[src/otc_pkg.sv]
package otc_pkg;
   // clock and timing
   localparam int unsigned CLK_PERIOD_PS      = 100000;  // 10 MHz reference
   localparam int unsigned ASYNC_DLY_MIN_PS   = 2000;    // 2 ns
   localparam int unsigned ASYNC_DLY_MAX_PS   = 8500;    // 8.5 ns
   // least time rounds up, longest rounds down, never below one cycle
   localparam int unsigned ASYNC_MIN_CYC_RAW  = (ASYNC_DLY_MIN_PS + CLK_PERIOD_PS - 1) / CLK_PERIOD_PS;
   localparam int unsigned ASYNC_MIN_CYC      = (ASYNC_MIN_CYC_RAW < 1) ? 1 : ASYNC_MIN_CYC_RAW;
   localparam int unsigned ASYNC_MAX_CYC_RAW  = ASYNC_DLY_MAX_PS / CLK_PERIOD_PS;
   localparam int unsigned ASYNC_MAX_CYC      = (ASYNC_MAX_CYC_RAW < 1) ? 1 : ASYNC_MAX_CYC_RAW;
   localparam int unsigned MIN_TERM_HIGH_SHORT = 4;      // write chop-four and plain assertion
   localparam int unsigned MIN_TERM_HIGH_LONG  = 6;      // write burst eight
   localparam int unsigned SYNC_LAT_OFFSET    = 2;       // on/off latency = write_latency - 2
   localparam int unsigned ANPD_OFFSET        = 1;       // entry/exit lead = write_latency - 1
   // widths and reset values
   localparam int unsigned CNT_W              = 8;
   localparam logic        PD_LOOP_SEL_RST    = 1'b0;    // loop frozen in precharge power-down

   typedef enum logic [1:0]
   {
      OTC_ST_ACTIVE = 2'b00,
      OTC_ST_ENTRY  = 2'b01,
      OTC_ST_PD     = 2'b10,
      OTC_ST_EXIT   = 2'b11
   } otc_state_t;
endpackage : otc_pkg

[src/otc_dly_if.sv]
`timescale 1ns/1ps
// one delay-line lane: enable request in, delayed enable out
interface otc_dly_if;
   logic in_lvl;
   logic sync_sel;
   logic out_lvl;
   modport ctl (output in_lvl, output sync_sel, input out_lvl);
   modport dly (input in_lvl, input sync_sel, output out_lvl);
endinterface : otc_dly_if

[src/otc_sync2.sv]
`timescale 1ns/1ps
// two-stage synchroniser for pin levels
module otc_sync2
(
   input  wire logic ref_clk_i,
   input  wire logic srst_i,
   input  wire logic d_i,
   output logic      q_o
);
   typedef struct packed
   {
      logic s1;
      logic s2;
   } otc_sync_st_t;

   otc_sync_st_t st_q;
   otc_sync_st_t st_d;

   ////////////////////////////////////////////////////////////////
   // first stage only feeds second stage
   always_comb
   begin
      st_d    = st_q;
      st_d.s1 = d_i;
      st_d.s2 = st_q.s1;
   end

   always_ff @(posedge ref_clk_i)
   begin
      if (srst_i)
         st_q <= '0;
      else
         st_q <= st_d;
   end

   assign q_o = st_q.s2;
endmodule : otc_sync2

[src/otc_lat_line.sv]
`timescale 1ns/1ps
// shift line giving the synchronous latency or the short asynchronous delay
module otc_lat_line #(
   parameter int unsigned DEPTH = 32
)
(
   input  wire logic ref_clk_i,
   input  wire logic srst_i,
   input  wire logic [otc_pkg::CNT_W-1:0] sync_lat_i,
   otc_dly_if.dly    lane
);
   typedef struct packed
   {
      logic [DEPTH-1:0] line;
      logic             out;
   } otc_lat_st_t;

   otc_lat_st_t st_q;
   otc_lat_st_t st_d;

   ////////////////////////////////////////////////////////////////
   // tap picks latency; asynchronous path uses the short fixed tap
   always_comb
   begin
      int unsigned tap;
      tap     = 0;
      st_d    = st_q;
      st_d.line = {st_q.line[DEPTH-2:0], lane.in_lvl};
      if (lane.sync_sel)
         tap = (int'(sync_lat_i) > 0) ? int'(sync_lat_i) - 1 : 0;
      else
         tap = otc_pkg::ASYNC_MIN_CYC - 1;
      if (tap > DEPTH - 1)
         tap = DEPTH - 1;  // clamp: latencies beyond the line saturate
      st_d.out = st_d.line[tap];
   end

   always_ff @(posedge ref_clk_i)
   begin
      if (srst_i)
         st_q <= '0;
      else
         st_q <= st_d;
   end

   assign lane.out_lvl = st_q.out;
endmodule : otc_lat_line

[src/otc_core.sv]
`timescale 1ns/1ps
module otc_core #(
   parameter int unsigned WRITE_LATENCY   = 5,
   parameter int unsigned ADDITIVE_LAT    = 0,
   parameter int unsigned CKE_LOW_DLY     = 3,
   parameter int unsigned REFRESH_CYC     = 88,
   parameter int unsigned PD_EXIT_LOOP_DLY = 10
)
(
   input  wire logic ref_clk_i,
   input  wire logic srst_i,
   input  wire logic termination_enable_input_i,
   input  wire logic cke_i,
   input  wire logic write_cmd_i,
   input  wire logic write_chop_i,
   input  wire logic read_cmd_i,
   input  wire logic refresh_cmd_i,
   input  wire logic powerdown_loop_select_bit_i,
   output logic      term_on_o,
   output logic      async_mode_o,
   output logic      transition_o,
   output logic      hold_violation_o,
   output logic      pd_cmd_violation_o
);
   // lane latency and the lead before a cke edge, both in clock cycles;
   // an enable change inside that lead already counts as inside the period
   localparam int unsigned SYNC_LAT = WRITE_LATENCY - otc_pkg::SYNC_LAT_OFFSET;
   localparam int unsigned ANPD     = WRITE_LATENCY - otc_pkg::ANPD_OFFSET;

   typedef struct packed
   {
      otc_pkg::otc_state_t       st;
      logic                      loop_sel;
      logic                      term_prev;
      logic                      cke_prev;
      logic [otc_pkg::CNT_W-1:0] hold_cnt;
      logic [otc_pkg::CNT_W-1:0] hold_need;
      logic [otc_pkg::CNT_W-1:0] cke_low_cnt;
      logic [otc_pkg::CNT_W-1:0] ref_cnt;
      logic [otc_pkg::CNT_W-1:0] exit_cnt;
      logic [otc_pkg::CNT_W-1:0] lead_cnt;
      logic                      async;
      logic                      trans;
      logic                      term_on;
      logic                      hold_err;
      logic                      cmd_err;
   } otc_core_st_t;

   otc_core_st_t st_q;
   otc_core_st_t st_d;

   logic term_s;
   logic cke_s;
   logic wr_s;
   logic chop_s;
   logic rd_s;
   logic ref_s;
   logic sel_s;

   otc_dly_if sync_lane ();
   otc_dly_if async_lane ();

   ////////////////////////////////////////////////////////////////
   // all pins cross in through two flops before use
   // enable level: feeds both lanes and the high-time check
   otc_sync2 u_sync_term
   (
      .ref_clk_i(ref_clk_i),
      .srst_i   (srst_i),
      .d_i      (termination_enable_input_i),
      .q_o      (term_s)
   );

   // power-down pin: its edges open the entry and exit periods
   otc_sync2 u_sync_cke
   (
      .ref_clk_i(ref_clk_i),
      .srst_i   (srst_i),
      .d_i      (cke_i),
      .q_o      (cke_s)
   );

   // write strobe, restarts the high-time count
   otc_sync2 u_sync_wr
   (
      .ref_clk_i(ref_clk_i),
      .srst_i   (srst_i),
      .d_i      (write_cmd_i),
      .q_o      (wr_s)
   );

   // chop flag, same delay as the write so the pair stays aligned
   otc_sync2 u_sync_chop
   (
      .ref_clk_i(ref_clk_i),
      .srst_i   (srst_i),
      .d_i      (write_chop_i),
      .q_o      (chop_s)
   );

   // read strobe, only watched while powered down
   otc_sync2 u_sync_rd
   (
      .ref_clk_i(ref_clk_i),
      .srst_i   (srst_i),
      .d_i      (read_cmd_i),
      .q_o      (rd_s)
   );

   // refresh strobe, opens the refresh window
   otc_sync2 u_sync_ref
   (
      .ref_clk_i(ref_clk_i),
      .srst_i   (srst_i),
      .d_i      (refresh_cmd_i),
      .q_o      (ref_s)
   );

   // loop select; a slow strap, so the extra delay costs nothing
   otc_sync2 u_sync_sel
   (
      .ref_clk_i(ref_clk_i),
      .srst_i   (srst_i),
      .d_i      (powerdown_loop_select_bit_i),
      .q_o      (sel_s)
   );

   ////////////////////////////////////////////////////////////////
   // synchronous lane keeps write latency minus two plus additive latency; no additive latency
   // on the asynchronous lane, which is the point of that mode
   assign sync_lane.in_lvl   = term_s;
   assign sync_lane.sync_sel = 1'b1;
   assign async_lane.in_lvl  = term_s;
   assign async_lane.sync_sel = 1'b0;

   // pin to resistance: two synchroniser edges, the line, then the output flop;
   // the asynchronous lane therefore lands four edges after the pin moves
   otc_lat_line u_sync_line
   (
      .ref_clk_i (ref_clk_i),
      .srst_i    (srst_i),
      .sync_lat_i(otc_pkg::CNT_W'(SYNC_LAT + ADDITIVE_LAT)),
      .lane      (sync_lane)
   );

   otc_lat_line u_async_line
   (
      .ref_clk_i (ref_clk_i),
      .srst_i    (srst_i),
      .sync_lat_i(otc_pkg::CNT_W'(1)),
      .lane      (async_lane)
   );

   ////////////////////////////////////////////////////////////////
   // power-down mode tracking, transition windows and output select
   always_comb
   begin
      logic cke_fell;
      logic cke_rose;
      cke_fell = 1'b0;
      cke_rose = 1'b0;
      st_d = st_q;
      cke_fell = st_q.cke_prev & ~cke_s;
      cke_rose = ~st_q.cke_prev & cke_s;
      st_d.cke_prev  = cke_s;
      st_d.term_prev = term_s;
      // strap of the loop select is sampled only in the active state
      if (st_q.st == otc_pkg::OTC_ST_ACTIVE)
         st_d.loop_sel = sel_s;

      // refresh in progress counter
      if (ref_s)
         st_d.ref_cnt = otc_pkg::CNT_W'(REFRESH_CYC);
      else if (st_q.ref_cnt != '0)
         st_d.ref_cnt = st_q.ref_cnt - 1'b1;

      // lead counts cycles since the last enable change; a change within
      // the lead before cke edge falls inside the transition
      if (term_s != st_q.term_prev)
         st_d.lead_cnt = '0;
      else if (st_q.lead_cnt != '1)
         st_d.lead_cnt = st_q.lead_cnt + 1'b1;

      case (st_q.st)
         otc_pkg::OTC_ST_ACTIVE:
         begin
            if (cke_fell && !st_q.loop_sel)
            begin
               st_d.st          = otc_pkg::OTC_ST_ENTRY;
               st_d.cke_low_cnt = otc_pkg::CNT_W'(CKE_LOW_DLY - 1);
            end
            else if (st_q.exit_cnt != '0)
               st_d.exit_cnt = st_q.exit_cnt - 1'b1;
         end
         otc_pkg::OTC_ST_ENTRY:
         begin
            if (st_q.cke_low_cnt != '0)
               st_d.cke_low_cnt = st_q.cke_low_cnt - 1'b1;
            if (st_q.exit_cnt != '0)
               st_d.exit_cnt = st_q.exit_cnt - 1'b1;
            // end cycle is inside: step to power-down only once the cke-low, refresh and exit counts are spent
            if (st_q.cke_low_cnt == '0 && st_q.ref_cnt <= 1 && st_q.exit_cnt == '0)
               st_d.st = otc_pkg::OTC_ST_PD;
            if (cke_rose)
            begin
               st_d.st       = otc_pkg::OTC_ST_EXIT;
               st_d.exit_cnt = otc_pkg::CNT_W'(PD_EXIT_LOOP_DLY);
            end
         end
         otc_pkg::OTC_ST_PD:
         begin
            if (cke_rose)
            begin
               st_d.st       = otc_pkg::OTC_ST_EXIT;
               st_d.exit_cnt = otc_pkg::CNT_W'(PD_EXIT_LOOP_DLY);
            end
         end
         otc_pkg::OTC_ST_EXIT:
         begin
            if (st_q.exit_cnt != '0)
               st_d.exit_cnt = st_q.exit_cnt - 1'b1;
            if (st_q.exit_cnt <= 1)
               st_d.st = otc_pkg::OTC_ST_ACTIVE;
            if (cke_fell && !st_q.loop_sel)
            begin
               st_d.st          = otc_pkg::OTC_ST_ENTRY;
               st_d.cke_low_cnt = otc_pkg::CNT_W'(CKE_LOW_DLY - 1);
            end
         end
         default:
            st_d.st = otc_pkg::OTC_ST_ACTIVE;
      endcase

      // transition span covers entry, exit and a direct step from active into power-down
      st_d.trans = (st_d.st == otc_pkg::OTC_ST_ENTRY) || (st_d.st == otc_pkg::OTC_ST_EXIT)
                   || (st_d.st == otc_pkg::OTC_ST_PD && st_q.st == otc_pkg::OTC_ST_ACTIVE);
      st_d.async = (st_d.st == otc_pkg::OTC_ST_PD);

      // inside transitions either lane is legal; turning on with the earlier lane
      // and off with the later one keeps both bounds (min of minima, max of maxima) honoured
      if (st_q.async)
         st_d.term_on = async_lane.out_lvl;
      else if (st_q.trans && st_q.lead_cnt < otc_pkg::CNT_W'(ANPD))
         st_d.term_on = async_lane.out_lvl | (sync_lane.out_lvl & st_q.term_on);
      else
         st_d.term_on = sync_lane.out_lvl;

      // minimum enable high time check, set wins over clear
      if (term_s && !st_q.term_prev)
      begin
         st_d.hold_cnt  = '0;
         st_d.hold_need = otc_pkg::CNT_W'(otc_pkg::MIN_TERM_HIGH_SHORT);
      end
      else if (term_s && st_q.hold_cnt != '1)
         st_d.hold_cnt = st_q.hold_cnt + 1'b1;
      if (term_s && wr_s)
      begin
         st_d.hold_cnt  = '0;
         st_d.hold_need = chop_s ? otc_pkg::CNT_W'(otc_pkg::MIN_TERM_HIGH_SHORT)
                                 : otc_pkg::CNT_W'(otc_pkg::MIN_TERM_HIGH_LONG);
      end
      // widened sum: a saturated count must not wrap to zero and flag a long high spell
      st_d.hold_err = !term_s && st_q.term_prev
                      && ({1'b0, st_q.hold_cnt} + 9'h001 < {1'b0, st_q.hold_need});

      // reads or writes while powered down are flagged, enable still heard
      st_d.cmd_err = (st_q.st == otc_pkg::OTC_ST_PD) && (rd_s || wr_s);
   end

   // one register for all state; reset parks the loop select at its frozen default
   always_ff @(posedge ref_clk_i)
   begin
      if (srst_i)
      begin
         st_q          <= '0;
         st_q.st       <= otc_pkg::OTC_ST_ACTIVE;
         st_q.loop_sel <= otc_pkg::PD_LOOP_SEL_RST;
      end
      else
         st_q <= st_d;
   end

   ////////////////////////////////////////////////////////////////
   // every output straight from the state register
   assign term_on_o          = st_q.term_on;
   assign async_mode_o       = st_q.async;
   assign transition_o       = st_q.trans;
   assign hold_violation_o   = st_q.hold_err;
   assign pd_cmd_violation_o = st_q.cmd_err;
endmodule : otc_core

[config.mk]
export PLATFORM = sky130hd
export DESIGN_NAME = otc_core
export DESIGN_NICKNAME = d
export VERILOG_FILES = /design/src/otc_pkg.sv /design/src/otc_dly_if.sv /design/src/otc_sync2.sv /design/src/otc_lat_line.sv /design/src/otc_core.sv
export SDC_FILE = /design/constraint.sdc
export NUM_CORES = 1
export LEC_CHECK = 0
export ABC_AREA = 1
export BUFFER_PORTS_ARGS = -buffer_cell sky130_fd_sc_hd__buf_4
export CAP_MARGIN = 25
export CELL_PAD_IN_SITES_DETAIL_PLACEMENT = 0
export CELL_PAD_IN_SITES_GLOBAL_PLACEMENT = 1
export CORE_UTILIZATION = 45
export DETAILED_ROUTE_END_ITERATION = 8
export GPL_TIMING_DRIVEN = 0
export PLACE_DENSITY = 0.77
export SYNTH_ARGS = -nofsm -noshare
export SYNTH_HDL_FRONTEND = slang
export SYNTH_SLANG_ARGS = --single-unit
[constraint.sdc]
create_clock -name ref_clk_i -period 4.8 [get_ports ref_clk_i]
set_clock_uncertainty 0.1 [all_clocks]
set_input_delay 1.2 -clock ref_clk_i [delete_from_list [all_inputs] [get_ports ref_clk_i]]
set_output_delay 1.2 -clock ref_clk_i [all_outputs]
set_load 0.1 [all_outputs]
==> qor.csv <==
metric,value,unit
ys_ff_latch,68,
grt_pass1_vias,2426,
crit_buf_inv,1,
internal_power,1.24,mW
finish.net_count,500,
area_growth,11.7,%
cts_setup_buffers,0,
synth_cell_type_count,38,
drive_gt1_frac,0.110,
grt_max_degree,13,
worst_setup_path_start_kind,register,
overflow,0,
ir_drop,0.000245,V
synthCells,452,
drt-wirelength-per-cell,10.9,µm
worstSetupEndpointType,output port,
rsz0062_at_grt,false,
r2r.worst_path.cells,7,
ys_seq_area_frac,0.410,
tightest_slew,614,ps
use_met2,0.278,
diodes,0,
design_area,0.00370,mm²
clockBufferDepth,2,
antenna_found_initial,0,
synth-edff-count,0,
syn-num-nets,477,
ys_warn_count,0,
p_leak,1.68,nW
fin_crit,2300,ps
ant_nets,0,
async_reset_ff_frac,0,
dieArea,0.00772,mm²
hold_class,register to register,
core-area,0.00694,mm²
hp-start,u_sync_term.st_d[0],
crit_family,flip-flops,
cts_buffers,9,
cts_sinks,68,
place_area,0.00353,mm²
hold-path-endpoint,u_sync_term.q_o,
cts_hold_buf,0,
gp_congestion,0.831,
finalSetupTns,0,ps
num_rows,30,
clk_pin_slew_worst_paths,80,ps
place_hpwl,4490,µm
gr-usage-met1,0.252,
path_class,register to output port,
syn_area,0.00332,mm²
combinationalPowerShare,0.460,
cpPeakStageDelay,360,ps
p_per_area,591,mW/mm²
cts_root_buf,clkbuf_8,
vias_per_cell,4.68,
grt_pass1_wl,10900,µm
finalHoldViolCount,0,
vias,2697,
port_buffers,12,
fp.dieH,87.9,µm
maxCapViolCount,0,
fin_crit_sh,0.479,
slowest_stage,dfxtp_1,
die_width,87.9,µm
met3_usage,0.0566,
post_cts_resized,0,
start_util,0.478,
hold_depth,2,
clkLatencyLatePin,340,ps
sequentialPowerShare,0.343,
drtIter0Drc,148,
cts_tree,built,
timing.hold.ws,299,ps
num-fill-cells,713,
ioPinCount,14,
grt_most_used_layer,met2,
required,3500,ps
dr.pass1.iters,4,
relSlewSlack,0.590,
max_freq,0.435,GHz
drv_slew,0,
r2r_setup_slack,2800,ps
power.switching,0.945,mW
status,completed,
synth.avg_cell_area,7.34,µm²
r2r_end,st_q[19],
routed_wl,6260,µm
finalSetupViolCount,0,
worstReg2RegStart,st_q[56],
track_usage,0.183,
ys.flop_type,dfxtp_1,
worst-path-max-fanout,3,
power_frac_clock,0.197,
p_sw_frac,0.432,
cts_max_level,3,
worstPathCellList,buf_4,
worstPathArrival,1000,ps
drc_errors,0,
==> worst max path at each step <==
stage | from | endpoint | cells past startpoint
after detailed placement | srst_i | st_q[5] | 5
after global placement | srst_i | st_q[52] | 6
after floorplan | async_mode_o | async_mode_o | 0
after CTS | async_mode_o | async_mode_o | 1
after global routing | async_mode_o | async_mode_o | 1
final | async_mode_o | async_mode_o | 1
==> power by group through the flow <==
stage | logic [mW] | clock network [mW] | registers (mW)
6_report | 1.01 | 0.430 | 0.750
5_1_grt | 1.17 | 0.469 | 0.768
2_1_floorplan | 0.787 | 0 | 0.796
3_3_place_gp | 1.00 | 0 | 0.761
3_5_place_dp | 1.01 | 0 | 0.763
4_1_cts | 1.02 | 0.447 | 0.751
==> flip-flops by register name (all words and copies together) (netlist names) <==
name,cells
u_sync_line.st_d,2
u_sync_cke.q_o,1
u_sync_line.lane.out_lvl,1
u_sync_chop.st_d,1
u_sync_sel.q_o,1
pd_cmd_violation_o,1
hold_violation_o,1
u_sync_cke.st_d,1
u_sync_chop.q_o,1
u_sync_term.st_d,1
u_sync_rd.q_o,1
st_q,46
transition_o,1
u_sync_ref.q_o,1
u_sync_sel.st_d,1
term_on_o,1
u_sync_rd.st_d,1
u_sync_term.q_o,1
async_mode_o,1
u_sync_wr.q_o,1
u_sync_ref.st_d,1
u_sync_wr.st_d,1
==> kinds of logic after synthesis <==
kind of cell	synth area share
buffers and inverters	0.0894
adders and majority gates	0.0604
AOI/OAI and AO/OA	0.108
and+or+nand+nor	0.279
DFF	0.410
xor gates and xnor gates	0.0528
==> placed cells by master (no fill, tap or decap), drive strengths merged, types with 4 or more instances in the layout <==
| master | instances |
|---|---|
| xnor2 | 7 |
| xor2 | 13 |
| o21ai | 16 |
| nor2 | 90 |
| clkinv | 6 |
| nand2 | 80 |
| nand3 | 24 |
| nand4 | 4 |
| ha | 16 |
| inv | 67 |
| clkbuf | 14 |
| a21oi | 35 |
| nor3 | 6 |
| buf | 14 |
| dfxtp | 68 |
==> layer usage <==
layer / share of wire / wire length [µm]
met1: 0.55 / 3410
met3: 0.021 / 133
met2: 0.43 / 2670
met4: 0.0078 / 49
met5: 0 / 0
==> cell usage after synthesis, types with 3 or more instances <==
cell type	number	area share
nor2_1	85	0.096
nand2_1	72	0.081
dfxtp_1	68	0.41
inv_1	64	0.072
a21oi_1	35	0.053
nand3_1	24	0.036
ha_1	16	0.060
o21ai_0	14	0.021
xor2_1	13	0.034
xnor2_1	7	0.018
nand2_2	6	0.011
nor3_1	6	0.0091
clkbuf_1	4	0.0045
nand4_1	3	0.0057
nor2_2	3	0.0057
==> area by class of cell <==
cell class,count,area [µm²],area share
flip-flops and latches,68,1360,0.367
plain buffers,6,37.5,0.0101
clock buffers,10,138,0.0371
well taps,96,120,0.0324
inverters,68,259,0.0699
clock inverters,6,40.0,0.0108
multi-input cells,310,1660,0.448
repair buffers,12,90.1,0.0243
==> metrics by stage <==
step | instances | total power, mW | util | setup slack [ps]
finish | 576 | 2.19 | 0.534 | 2500
global route | 576 | 2.40 | 0.534 | 2430
floorplan | 452 | 1.58 | - | 2560
global placement | 560 | 1.77 | 0.508 | 2470
detailed placement | 560 | 1.77 | 0.508 | 2440
CTS | 576 | 2.22 | 0.534 | 2480
No activity file was read; power rests on OpenSTA's default activity.
